==> src/verilog/bcwl_pkg.sv <==
/*
 holds the constants of the control-word low-bit decoder: field positions,
 message types, register offsets and reset values.
 assumes an ahb-lite slave with 32-bit word registers.
*/
`default_nettype none
package bcwl_pkg;
   // control word field positions
   localparam int BCWL_BCR_CHECK_POS = 5;
   localparam int BCWL_SELIRQ_POS    = 4;
   localparam int BCWL_LEGACY_POS    = 3;
   localparam int BCWL_MCODE_POS     = 2;
   localparam int BCWL_BCAST_POS     = 1;
   localparam int BCWL_RTRT_POS      = 0;
   // status word broadcast-received bit
   localparam int BCWL_STS_BCR_POS   = 4;
   // interrupt enable / pending bit for the selected message
   localparam int BCWL_SELECTED_MESSAGE_IRQ_POS    = 14;
   // configuration bits
   localparam int BCWL_BME_POS       = 0;
   localparam int BCWL_LEGMODE_POS   = 5;
   // register byte offsets
   localparam logic [7:0] BCWL_CFG_OFS    = 8'h00;
   localparam logic [7:0] BCWL_CTRL_OFS   = 8'h04;
   localparam logic [7:0] BCWL_IEN_OFS    = 8'h08;
   localparam logic [7:0] BCWL_PEND_OFS   = 8'h0c;
   localparam logic [7:0] BCWL_STATUS_OFS = 8'h10;
   localparam logic [7:0] BCWL_ISTAT_OFS  = 8'h14;
   localparam logic [7:0] BCWL_IMASK_OFS  = 8'h18;
   localparam logic [31:0] BCWL_RESET_VAL = 32'h0000_0000;
   // sticky event bits
   localparam int BCWL_EV_DONE_POS   = 0;
   localparam int BCWL_EV_SSET_POS   = 1;
   localparam int BCWL_EV_SELIRQ_POS = 2;
   localparam int BCWL_EV_BADFMT_POS = 3;
   localparam int BCWL_EV_W          = 4;

   typedef enum logic [2:0]
   {
      BCWL_BC_TO_RT,
      BCWL_RT_TO_BC,
      BCWL_RT_TO_RT,
      BCWL_BC_BC_TO_RT,
      BCWL_BC_RT_TO_RT,
      BCWL_MODE_CODE,
      BCWL_BC_MODE_CODE,
      BCWL_ILLEGAL
   } bcwl_msg_type;
endpackage
`default_nettype wire

==> src/verilog/bcwl_control_word_low_bits.sv <==
/*
 control-word low-bit decoder of the bus-controller engine, with an
 ahb-lite register slave and a sticky-status interrupt.
 assumes a single ahb-lite master, word transfers only, and that the
 message engine pulses msg_start and msg_done in that order.
*/
// The placing of the registers and the AHB-Lite interface to the registers are this design's own decisions.
`timescale 1ns/1ps
`default_nettype none
module bcwl_control_word_low_bits
   import bcwl_pkg::*;
(
   input  wire logic        hclk,
   input  wire logic        hresetn,
   input  wire logic        hsel,
   input  wire logic [31:0] haddr,
   input  wire logic [1:0]  htrans,
   input  wire logic        hwrite,
   input  wire logic [2:0]  hsize,
   input  wire logic [31:0] hwdata,
   input  wire logic        hready,
   output logic      [31:0] hrdata,
   output logic             hreadyout,
   output logic             hresp,
   input  wire logic        msg_start,
   input  wire logic        msg_done,
   input  wire logic        cmd_tr_bit,
   input  wire logic [4:0]  cmd_subaddr,
   input  wire logic        rt_status_valid,
   input  wire logic [15:0] rt_status_word,
   output logic      [2:0]  msg_type,
   output logic             mode_code_msg,
   output logic             expect_mode_data,
   output logic             legacy_response_expected,
   output logic             status_set,
   output logic             irq
);
   logic [5:0]  ctrl_q;
   logic [5:0]  lat_q;
   logic [15:0] cfg_q;
   logic [15:0] ien_q;
   logic [15:0] pend_q;
   logic        active_q;
   logic        sset_q;
   logic [BCWL_EV_W-1:0] istat_q;
   logic [BCWL_EV_W-1:0] imask_q;
   logic        wr_q;
   logic        rd_q;
   logic [7:0]  addr_q;
   logic [31:0] rdata_q;
   logic [2:0]  type_q;
   logic        mcode_q;
   logic        mdata_q;
   logic        sset_d;
   logic        bad_fmt;
   logic        sel_irq_ev;
   logic [BCWL_EV_W-1:0] ev;

   function automatic logic [2:0] bcwl_decode
   (
      input logic [2:0] fmt,
      input logic       tr
   );
      bcwl_msg_type t;
      t = BCWL_ILLEGAL;
      unique case (fmt)
         3'h0: t = tr ? BCWL_RT_TO_BC : BCWL_BC_TO_RT;
         3'h1: t = BCWL_RT_TO_RT;
         3'h2: t = BCWL_BC_BC_TO_RT;
         3'h3: t = BCWL_BC_RT_TO_RT;
         3'h4: t = BCWL_MODE_CODE;
         3'h6: t = BCWL_BC_MODE_CODE;
         3'h5, 3'h7: t = BCWL_ILLEGAL;
      endcase
      return t;
   endfunction

   wire addr_ph = hsel && hready && htrans[1];

   // bus address phase capture; zero wait states, the slave never stretches
   always_ff @(posedge hclk or negedge hresetn)
   begin
      if (!hresetn)
      begin
         wr_q   <= 1'b0;
         rd_q   <= 1'b0;
         addr_q <= 8'h00;
      end
      else
      begin
         wr_q   <= addr_ph && hwrite;
         rd_q   <= addr_ph && !hwrite;
         if (addr_ph)
            addr_q <= haddr[7:0];
      end
   end

   assign hreadyout = 1'b1;
   assign hresp     = 1'b0;

   // software registers
   always_ff @(posedge hclk or negedge hresetn)
   begin
      if (!hresetn)
      begin
         cfg_q   <= BCWL_RESET_VAL[15:0];
         ctrl_q  <= BCWL_RESET_VAL[5:0];
         ien_q   <= BCWL_RESET_VAL[15:0];
         imask_q <= BCWL_RESET_VAL[BCWL_EV_W-1:0];
      end
      else if (wr_q)
      begin
         unique case (addr_q)
            BCWL_CFG_OFS:   cfg_q   <= hwdata[15:0];
            BCWL_CTRL_OFS:  ctrl_q  <= hwdata[5:0];
            BCWL_IEN_OFS:   ien_q   <= hwdata[15:0];
            BCWL_IMASK_OFS: imask_q <= hwdata[BCWL_EV_W-1:0];
            default:        ;
         endcase
      end
   end

   // latch at start
   // a start while busy is ignored so the latched bits cannot move mid message
   always_ff @(posedge hclk or negedge hresetn)
   begin
      if (!hresetn)
      begin
         lat_q    <= 6'h00;
         active_q <= 1'b0;
      end
      else if (msg_start && !active_q)
      begin
         lat_q    <= ctrl_q;
         active_q <= 1'b1;
      end
      else if (msg_done)
         active_q <= 1'b0;
   end

   always_ff @(posedge hclk or negedge hresetn)
   begin
      if (!hresetn)
      begin
         type_q  <= 3'h0;
         mcode_q <= 1'b0;
         mdata_q <= 1'b0;
      end
      else
      begin
         type_q  <= bcwl_decode(lat_q[BCWL_MCODE_POS:BCWL_RTRT_POS],
                                cmd_tr_bit);
         if (lat_q[BCWL_LEGACY_POS])
            mcode_q <= lat_q[BCWL_MCODE_POS] && (cmd_subaddr == 5'h00);
         else
            // 1553b also takes subaddress 31 as a mode code
            mcode_q <= lat_q[BCWL_MCODE_POS]
                       && ((cmd_subaddr == 5'h00) || (cmd_subaddr == 5'h1f));
         mdata_q <= lat_q[BCWL_MCODE_POS] && !lat_q[BCWL_LEGACY_POS]
                    && cmd_subaddr != 5'h00;
      end
   end

   assign msg_type         = type_q;
   assign mode_code_msg    = mcode_q;
   assign expect_mode_data = mdata_q;
   assign legacy_response_expected = lat_q[BCWL_LEGACY_POS];
   assign bad_fmt = (bcwl_decode(lat_q[BCWL_MCODE_POS:BCWL_RTRT_POS],
                                 1'b0) == BCWL_ILLEGAL);

   // status-set from broadcast-received bit
   always_comb
   begin
      sset_d = 1'b0;
      if (cfg_q[BCWL_BME_POS])
         sset_d = !lat_q[BCWL_BCR_CHECK_POS]
                  && rt_status_word[BCWL_STS_BCR_POS];
      else
         sset_d = lat_q[BCWL_BCR_CHECK_POS]
                  != rt_status_word[BCWL_STS_BCR_POS];
   end

   always_ff @(posedge hclk or negedge hresetn)
   begin
      if (!hresetn)
         sset_q <= 1'b0;
      else if (msg_start && !active_q)
         sset_q <= 1'b0;
      else if (rt_status_valid && active_q)
         sset_q <= sset_d;
   end
   assign status_set = sset_q;

   assign sel_irq_ev = msg_done && active_q && lat_q[BCWL_SELIRQ_POS]
                       && ien_q[BCWL_SELECTED_MESSAGE_IRQ_POS];

   wire rd_pend  = rd_q && (addr_q == BCWL_PEND_OFS);
   wire rd_istat = rd_q && (addr_q == BCWL_ISTAT_OFS);

   // set wins over read-clear
   always_ff @(posedge hclk or negedge hresetn)
   begin
      if (!hresetn)
         pend_q <= 16'h0000;
      else
      begin
         if (rd_pend)
            pend_q <= 16'h0000;
         if (sel_irq_ev)
            pend_q[BCWL_SELECTED_MESSAGE_IRQ_POS] <= 1'b1;
      end
   end

   always_comb
   begin
      ev = '0;
      ev[BCWL_EV_DONE_POS]   = msg_done && active_q;
      ev[BCWL_EV_SSET_POS]   = msg_done && active_q && sset_q;
      ev[BCWL_EV_SELIRQ_POS] = sel_irq_ev;
      ev[BCWL_EV_BADFMT_POS] = msg_start && !active_q
         && (bcwl_decode(ctrl_q[BCWL_MCODE_POS:BCWL_RTRT_POS], 1'b0)
             == BCWL_ILLEGAL);
   end

   always_ff @(posedge hclk or negedge hresetn)
   begin
      if (!hresetn)
         istat_q <= '0;
      else
         istat_q <= (rd_istat ? '0 : istat_q) | ev;
   end
   assign irq = |(istat_q & imask_q);

   // read data mux
   always_comb
   begin
      rdata_q = 32'h0000_0000;
      unique case (addr_q)
         BCWL_CFG_OFS:    rdata_q[15:0] = cfg_q;
         BCWL_CTRL_OFS:   rdata_q[5:0]  = ctrl_q;
         BCWL_IEN_OFS:    rdata_q[15:0] = ien_q;
         BCWL_PEND_OFS:   rdata_q[15:0] = pend_q;
         BCWL_STATUS_OFS: rdata_q[9:0]  = {bad_fmt, active_q, sset_q,
                                           mcode_q, type_q, lat_q[5:3]};
         BCWL_ISTAT_OFS:  rdata_q[BCWL_EV_W-1:0] = istat_q;
         BCWL_IMASK_OFS:  rdata_q[BCWL_EV_W-1:0] = imask_q;
         default:         rdata_q = 32'h0000_0000;
      endcase
   end
   assign hrdata = rd_q ? rdata_q : 32'h0000_0000;

   chk_selirq_pend: assert property (@(posedge hclk) disable iff (!hresetn)
      sel_irq_ev |=> pend_q[BCWL_SELECTED_MESSAGE_IRQ_POS])
      else $error("selected message pending not set");
   chk_latch_hold: assert property (@(posedge hclk) disable iff (!hresetn)
      active_q && !msg_done |=> $stable(lat_q))
      else $error("control bits changed mid message");
   chk_mask_mode: assert property (@(posedge hclk) disable iff (!hresetn)
      cfg_q[0] && lat_q[5] && rt_status_valid && active_q |=> !sset_q)
      else $error("masked broadcast bit raised status set");
   chk_expect_miss: assert property (@(posedge hclk) disable iff (!hresetn)
      !cfg_q[0] && rt_status_valid && active_q
      && (lat_q[5] != rt_status_word[4]) |=> sset_q)
      else $error("mismatch did not raise status set");
   chk_expect_match: assert property (@(posedge hclk) disable iff (!hresetn)
      !cfg_q[0] && rt_status_valid && active_q
      && (lat_q[5] == rt_status_word[4]) |=> !sset_q)
      else $error("match raised status set");
   chk_expect_val: assert property (@(posedge hclk) disable iff (!hresetn)
      !cfg_q[0] && !lat_q[5] && rt_status_valid && active_q
      && rt_status_word[4] |=> sset_q)
      else $error("expected value not applied");
   chk_legacy_data: assert property (@(posedge hclk) disable iff (!hresetn)
      lat_q[3] |=> !expect_mode_data)
      else $error("legacy mode code expects data");
   chk_legacy_sa: assert property (@(posedge hclk) disable iff (!hresetn)
      lat_q[3] && lat_q[2] && cmd_subaddr == 5'h1f |=> !mode_code_msg)
      else $error("legacy subaddress 31 taken as mode code");
   chk_b_default: assert property (@(posedge hclk) disable iff (!hresetn)
      msg_start && !active_q && !ctrl_q[BCWL_LEGACY_POS]
      |=> !legacy_response_expected)
      else $error("1553b response not selected");
   chk_tr_dir: assert property (@(posedge hclk) disable iff (!hresetn)
      lat_q[2:0] == 3'h0 && $stable(lat_q) |=>
      msg_type == (($past(cmd_tr_bit)) ? 3'(BCWL_RT_TO_BC)
                                      : 3'(BCWL_BC_TO_RT)))
      else $error("direction not from t/r bit");
   chk_bad_code: assert property (@(posedge hclk) disable iff (!hresetn)
      lat_q[2:0] == 3'h5 && $stable(lat_q)
      |=> msg_type == 3'(BCWL_ILLEGAL))
      else $error("do-not-use code not flagged");
   chk_b_sa31: assert property (@(posedge hclk) disable iff (!hresetn)
      !lat_q[3] && lat_q[2] && cmd_subaddr == 5'h1f
      |=> mode_code_msg)
      else $error("1553b subaddress 31 not taken as mode code");
   chk_start_clear: assert property (@(posedge hclk) disable iff (!hresetn)
      msg_start && !active_q |=> !sset_q && active_q)
      else $error("new message kept old status set");
   chk_latch_take: assert property (@(posedge hclk) disable iff (!hresetn)
      msg_start && !active_q |=> lat_q == $past(ctrl_q))
      else $error("control bits not latched at start");
   chk_selirq_ev: assert property (@(posedge hclk) disable iff (!hresetn)
      sel_irq_ev |=> istat_q[BCWL_EV_SELIRQ_POS])
      else $error("selected message event lost");
   chk_pend_clear: assert property (@(posedge hclk) disable iff (!hresetn)
      rd_pend && !sel_irq_ev |=> pend_q == 16'h0000)
      else $error("pending read did not clear");
   chk_no_selirq: assert property (@(posedge hclk) disable iff (!hresetn)
      msg_done && active_q && !pend_q[BCWL_SELECTED_MESSAGE_IRQ_POS]
      && !(lat_q[BCWL_SELIRQ_POS] && ien_q[BCWL_SELECTED_MESSAGE_IRQ_POS])
      |=> !pend_q[BCWL_SELECTED_MESSAGE_IRQ_POS])
      else $error("pending bit set without request");

   cov_selirq: cover property (@(posedge hclk) disable iff (!hresetn)
      sel_irq_ev);
   cov_sset: cover property (@(posedge hclk) disable iff (!hresetn)
      msg_done && sset_q);
   cov_legacy: cover property (@(posedge hclk) disable iff (!hresetn)
      active_q && lat_q[3] && lat_q[2]);
   cov_mismatch: cover property (@(posedge hclk) disable iff (!hresetn)
      rt_status_valid && active_q && sset_d && !cfg_q[BCWL_BME_POS]);
   cov_bad_fmt: cover property (@(posedge hclk) disable iff (!hresetn)
      ev[BCWL_EV_BADFMT_POS]);
endmodule
`default_nettype wire

==> config.mk <==
export PLATFORM = sky130hd
export DESIGN_NAME = bcwl_control_word_low_bits
export DESIGN_NICKNAME = d
export VERILOG_FILES = /design/src/verilog/bcwl_pkg.sv /design/src/verilog/bcwl_control_word_low_bits.sv
export SDC_FILE = /design/constraint.sdc
export NUM_CORES = 1
export LEC_CHECK = 0
export BUFFER_PORTS_ARGS = -buffer_cell sky130_fd_sc_hd__clkbuf_2
export CORE_ASPECT_RATIO = 1.75
export CORE_MARGIN = 1
export CORE_UTILIZATION = 49
export DETAILED_ROUTE_END_ITERATION = 16
export PLACE_DENSITY = 0.8
export SYNTH_ARGS = -nofsm -noshare
export SYNTH_HDL_FRONTEND = slang
export SYNTH_SLANG_ARGS = --single-unit
==> constraint.sdc <==
create_clock -name hclk -period 2.3 [get_ports hclk]
set_input_delay 0.115 -clock hclk [delete_from_list [all_inputs] [get_ports hclk]]
set_output_delay 0.115 -clock hclk [all_outputs]
set_load 0.02 [all_outputs]
Yosys cells after proc, flatten, opt, wreduce, memory -nomap -nowiden
Memories as Yosys holds them, arrays and structs flattened.
Index checks and enable logic that the tools add are counted.
- output and inout port bits: 42
- input port bits: 99
- ROM bits: 48
- word-level logic and storage cells: 88
- memories: 2
- bits in registers: 70
- memory list (name ; words ; width ; rd ports ; clocked after memory_dff ; wr ports ; RTL line ; RTL):
    (name not given) ; 8 ; 3 ; 1 ; 0 ; 0 ; bcwl_control_word_low_bits.sv:66 ; unique case (fmt)
    (name not given) ; 8 ; 3 ; 1 ; 0 ; 0 ; bcwl_control_word_low_bits.sv:66 ;
- reductions and logical operators: 36
- equality and inequality tests: 17
- mux-type cells: 16
- bitwise logic cells: 2
- operators by type and width (kind ; count):
    $eq A8 B5 Y1 const B ; 3
    $pmux W4 S6 ; 1
    $pmux W3 S7 ; 1
    $eq A3 B3 Y1 const B ; 6
    $logic_and A1 B1 Y1 ; 18
    $pmux W6 S3 ; 1
    $eq A8 B4 Y1 const B ; 2
    $mux W16 ; 1
    $mux W15 ; 1
    $pmux W4 S3 ; 1
    $eq A8 B3 Y1 const B ; 1
    $logic_not A8 Y1 ; 1
    $mux W1 ; 8
    $pmux W2 S4 ; 1
    $reduce_and A2 Y1 ; 4
    $eq A3 B2 Y1 const B ; 2
    $reduce_bool A2 Y1 ; 3
    $eq A5 B5 Y1 const B ; 1
    $logic_not A5 Y1 ; 1
    $reduce_bool A5 Y1 ; 1
    $and A4 B4 Y4 ; 1
    $logic_not A1 Y1 ; 4
    $mux W4 ; 1
    $or A4 B4 Y4 ; 1
    other kinds (6) ; 6

Logic depth before layout (Yosys ltp)
- word-level depth: 5
- depth in mapped cells: 7
- depth with buffers taken out: 6

Least setup slack after synthesis
Ideal clock, no wire load.
- path type: reg-to-reg
- from: register addr_q[5]
- to: register ien_q[10]
- slack: 323 ps
- period minus slack after synthesis: 1977 ps
- stages on the path, launching flop included: 8
- arrival: 1852 ps
- cell sequence: dfrtp_1 > or3_4 > buf_6 > nor3_4 > and4_1 > buf_6 > buf_12 > mux2_4
- word-level cells in the longest chain between the ends: 2
- ends and longest elaborated chain (what ; RTL line ; RTL):
    from (decl) ; bcwl_control_word_low_bits.sv:49 ; logic [7:0] addr_q;
    from (signal assigned) ; bcwl_control_word_low_bits.sv:94 ; addr_q <= haddr[7:0];
    $eq A8 B4 Y1 ; bcwl_control_word_low_bits.sv:113 ; unique case (addr_q)
    $reduce_and A2 Y1 (no source line) ; - ;
    to (signal assigned) ; bcwl_control_word_low_bits.sv:108 ; ien_q <= BCWL_RESET_VAL[15:0];
    to (signal assigned) ; bcwl_control_word_low_bits.sv:116 ; BCWL_IEN_OFS: ien_q <= hwdata[15:0];
    to (decl) ; bcwl_control_word_low_bits.sv:41 ; logic [15:0] ien_q;
Every way passes these cells.
A chain may end at the register's enable or synchronous reset.

Final worst setup path
- from: register addr_q[6]
- to: register ien_q[3]
Same word-level chain as after synthesis.

==> results.sh <==
export IMPL_outcome="finished, violations left"
export IMPL_violations="DRC"
export IMPL_port_buffers=63
export IMPL_clockBufferDepth=2
export IMPL_fmax_mhz=448.8
export IMPL_fin_util_pct=61.20
export IMPL_avgViaCountPerCell=5.638
export IMPL_fp_dieArea_um2=7707
export IMPL_required_ns=2.52
export IMPL_yosysTopAreaCell="dfrtp_1"
export IMPL_cts_buffers=9
export IMPL_placed_cell_area_um2=3968
export IMPL_syn_area_um2=3600
export IMPL_power_density_nw_per_um2=802.1
export IMPL_p_clk_share_pct=46.4
export IMPL_cts_tree="yes"
export IMPL_synth_area_leaders="dfrtp_1 (49%), mux2_2 (12%), mux2_4 (4.2%), buf_4 (4.0%), mux2_1 (3.1%)"
export IMPL_p_switching_mw=0.8774
export IMPL_wl_per_cell_um=17.61
export IMPL_critPathLaunchType="flip-flop"
export IMPL_nFillCells=581
export IMPL_cp_max_fo=13
export IMPL_pwr_share_seq_pct=40.7
export IMPL_switching_share_pct=24.89
export IMPL_first_pass_iters=10
export IMPL_rsz0062_at_grt="yes"
export IMPL_ys_flop_type="dfrtp_1"
export IMPL_cts_max_level=3
export IMPL_detail_route_antenna_nets=0
export IMPL_core_area_um2=7182
export IMPL_clk_pin_slew_worst_paths_ns=0.06
export IMPL_multi_input_area_um2=1660
export IMPL_drive_gt1_share_pct=41.51
export IMPL_remaining_drc_errors=2
export IMPL_reg2reg_slack_ns=0.07
export IMPL_netlist_area_leader_share_pct=48.66
export IMPL_seq_area_frac_synth_pct=48.66
export IMPL_die_w_um=66.79
export IMPL_place_congestion=0.8912
export IMPL_cts_root_buf="clkbuf_16"
export IMPL_track_usage_pct=24.29
export IMPL_hold_viol_final=0
export IMPL_overflow=0
export IMPL_grt_pass1_wl_mm=13.37
export IMPL_drt_wl_total_mm=8.259
export IMPL_finalClockSkew_ns=0.005917
export IMPL_grt_use_met2_pct=39.12
export IMPL_ys_ff_latch=70
export IMPL_finalMaxSlewViolations=0
export IMPL_vias=2644
export IMPL_finalPower_mw=3.526
export IMPL_async_reset_ff_share_pct=100.0
export IMPL_ys_warn_count=0
export IMPL_synthDistinctLibCells=47
export IMPL_antenna_found_initial=0
export IMPL_p_leak_nw=2.158
export IMPL_grt_pass1_vias=2683
export IMPL_fin_crit_sh_pct=96.88
export IMPL_seqCellArea_um2=1755
export IMPL_grt_most_used_layer="met2"
export IMPL_setup_viol=0
export IMPL_synth_edf_count=0
export IMPL_whs_ns=0.007275
export IMPL_ir_worst_vdd_mv=0.5947
export IMPL_worstSetupPathType="flip-flop to flip-flop"
export IMPL_clock_latency_ns=0.34
export IMPL_num_nets_final=482
export IMPL_syn_to_final_growth_pct=22.11
export IMPL_pwr_share_comb_pct=12.9
export IMPL_drt_iter0_markers=229
export IMPL_fin_crit_ns=2.228
export IMPL_grt_max_degree=71
export IMPL_use_met3_pct=6.052
export IMPL_hpwl_mm=5.964
export IMPL_hp_class="input port to flip-flop"
export IMPL_num_rows=41
export IMPL_design_area_um2=4395
export IMPL_start_util_pct=50.12
export IMPL_p_int_mw=2.648
export IMPL_arrival_ns=2.45
export IMPL_fp_dieH_um=115.4
export IMPL_worst_setup_path_end_kind="flip-flop"
export IMPL_ios=141
export IMPL_syn_avg_cell_area_um2=11.96
export IMPL_met1_usage_pct=28.06
export IMPL_synthCells=301
export IMPL_cap_viol_max_count=0
export IMPL_cts_sinks=70
export IMPL_n_antenna_cell=0
## cells in the final DEF, fill, tap and decap left out, drive strengths merged, types with 2 or more instances in the layout
cell	n
nor3b	3
nor2b	4
a22oi	11
nand4	6
a21oi	5
mux2	59
nor3	5
inv	7
buf	19
a22o	2
o21ai	8
o21a	2
bufinv	3
and4	3
mux2i	3
mux4	3
and3	3
clkinvlp	2
nand3	7
a32oi	2
dlygate4sd3	3
nor2	21
clkbuf	70
nand3b	2
conb	18
ha	5
nand2b	3
or2	2
dfrtp	70
nand2	18
a21o	2
o22ai	2
## flip-flops by register name (all words and copies together) (netlist names), 3 cells and up
register and count:
lat_q 6, imask_q 4, ctrl_q 6, istat_q 4, ien_q 16, msg_type 3, addr_q 8, cfg_q 16
## layout make-up
cell class / instances / share of cell area, %
inverters: 7 / 0.5978
flip-flops and latches: 70 / 39.94
clock buffers: 11 / 5.750
repair buffers: 81 / 11.10
well taps: 86 / 2.448
clock inverters: 5 / 2.391
multi-input cells: 209 / 37.77
## per-stage QoR
step | setup WS (ns) | TNS (ns) | instances
after detailed placement | 0.2443 | 0 | 448
after global placement | 0.2659 | 0 | 448
after global routing | -0.002008 | -0.002008 | 469
final | 0.07181 | 0 | 469
after floorplan | 0.3230 | 0 | 317
after CTS | 0.006990 | 0 | 467
## worst max-delay path: stages (launching register included)
cell     delay [ns]
dfrtp_1        0.37
or3_4          0.47
nor3_4         0.30
buf_4          0.17
and4_1         0.28
buf_12         0.19
mux2_2         0.34
## final timing paths
kind                                   startpoint  cells past startpoint                      to
setup / recovery            addr_q[6]$_DFFE_PN0P_                      6    ien_q[3]$_DFFE_PN0P_
hold / removal                           haddr[5]                      2   addr_q[5]$_DFFE_PN0P_
setup reg to reg            addr_q[6]$_DFFE_PN0P_                      6    ien_q[3]$_DFFE_PN0P_
hold reg to reg            pend_q[14]$_DFFE_PN0P_                      1  pend_q[14]$_DFFE_PN0P_
max in group asynchronous                 hresetn                      3   addr_q[4]$_DFFE_PN0P_
min in group asynchronous                 hresetn                      3   msg_type[1]$_DFF_PN0_
## power groups by stage
stage	combinational [mW]	sequential [mW]	clock [mW]
after floorplan	0.336	1.40	0
after global placement	0.422	1.44	0
after detailed placement	0.437	1.45	0
after CTS	0.447	1.43	1.65
after global routing	0.497	1.45	1.71
final	0.455	1.43	1.64
## kinds of logic after synthesis
logic type | share of synthesized area (%)
buf+inv | 7.334
compound gates | 7.438
flops | 48.66
mux | 22.21
fa+ha+maj | 2.016
simple gates | 12.13
other cells | 0.2086
## metal layers
layer	up-vias	wire length, µm	part of all wire, %
li1	1201	-	-
met2	107	4437	54
met3	20	430	5.2
met5	-	0	0
met4	0	246	3.0
met1	1316	3144	38
## cell usage after synthesis (all sizes together) (3+ instances only)
library cell,count
a21oi,5
a22oi,11
and3,3
and4,3
buf,29
dfrtp,70
ha,5
inv,7
mux2,59
mux2i,3
mux4,3
nand2,18
nand2b,3
nand3,7
nand4,6
nor2,21
nor2b,4
nor3,5
nor3b,3
o21ai,8
## what timing repair did
action                                  in CTS  in global routing
gates resized for setup                      1                 11
buffers inserted                             0                  2
pin swaps                                    0                  2
endpoints found under the setup margin       2                 13
hold buffers                                 3                  0
endpoints found under the hold margin       73                  0
Power figures use the tool's default switching activity.
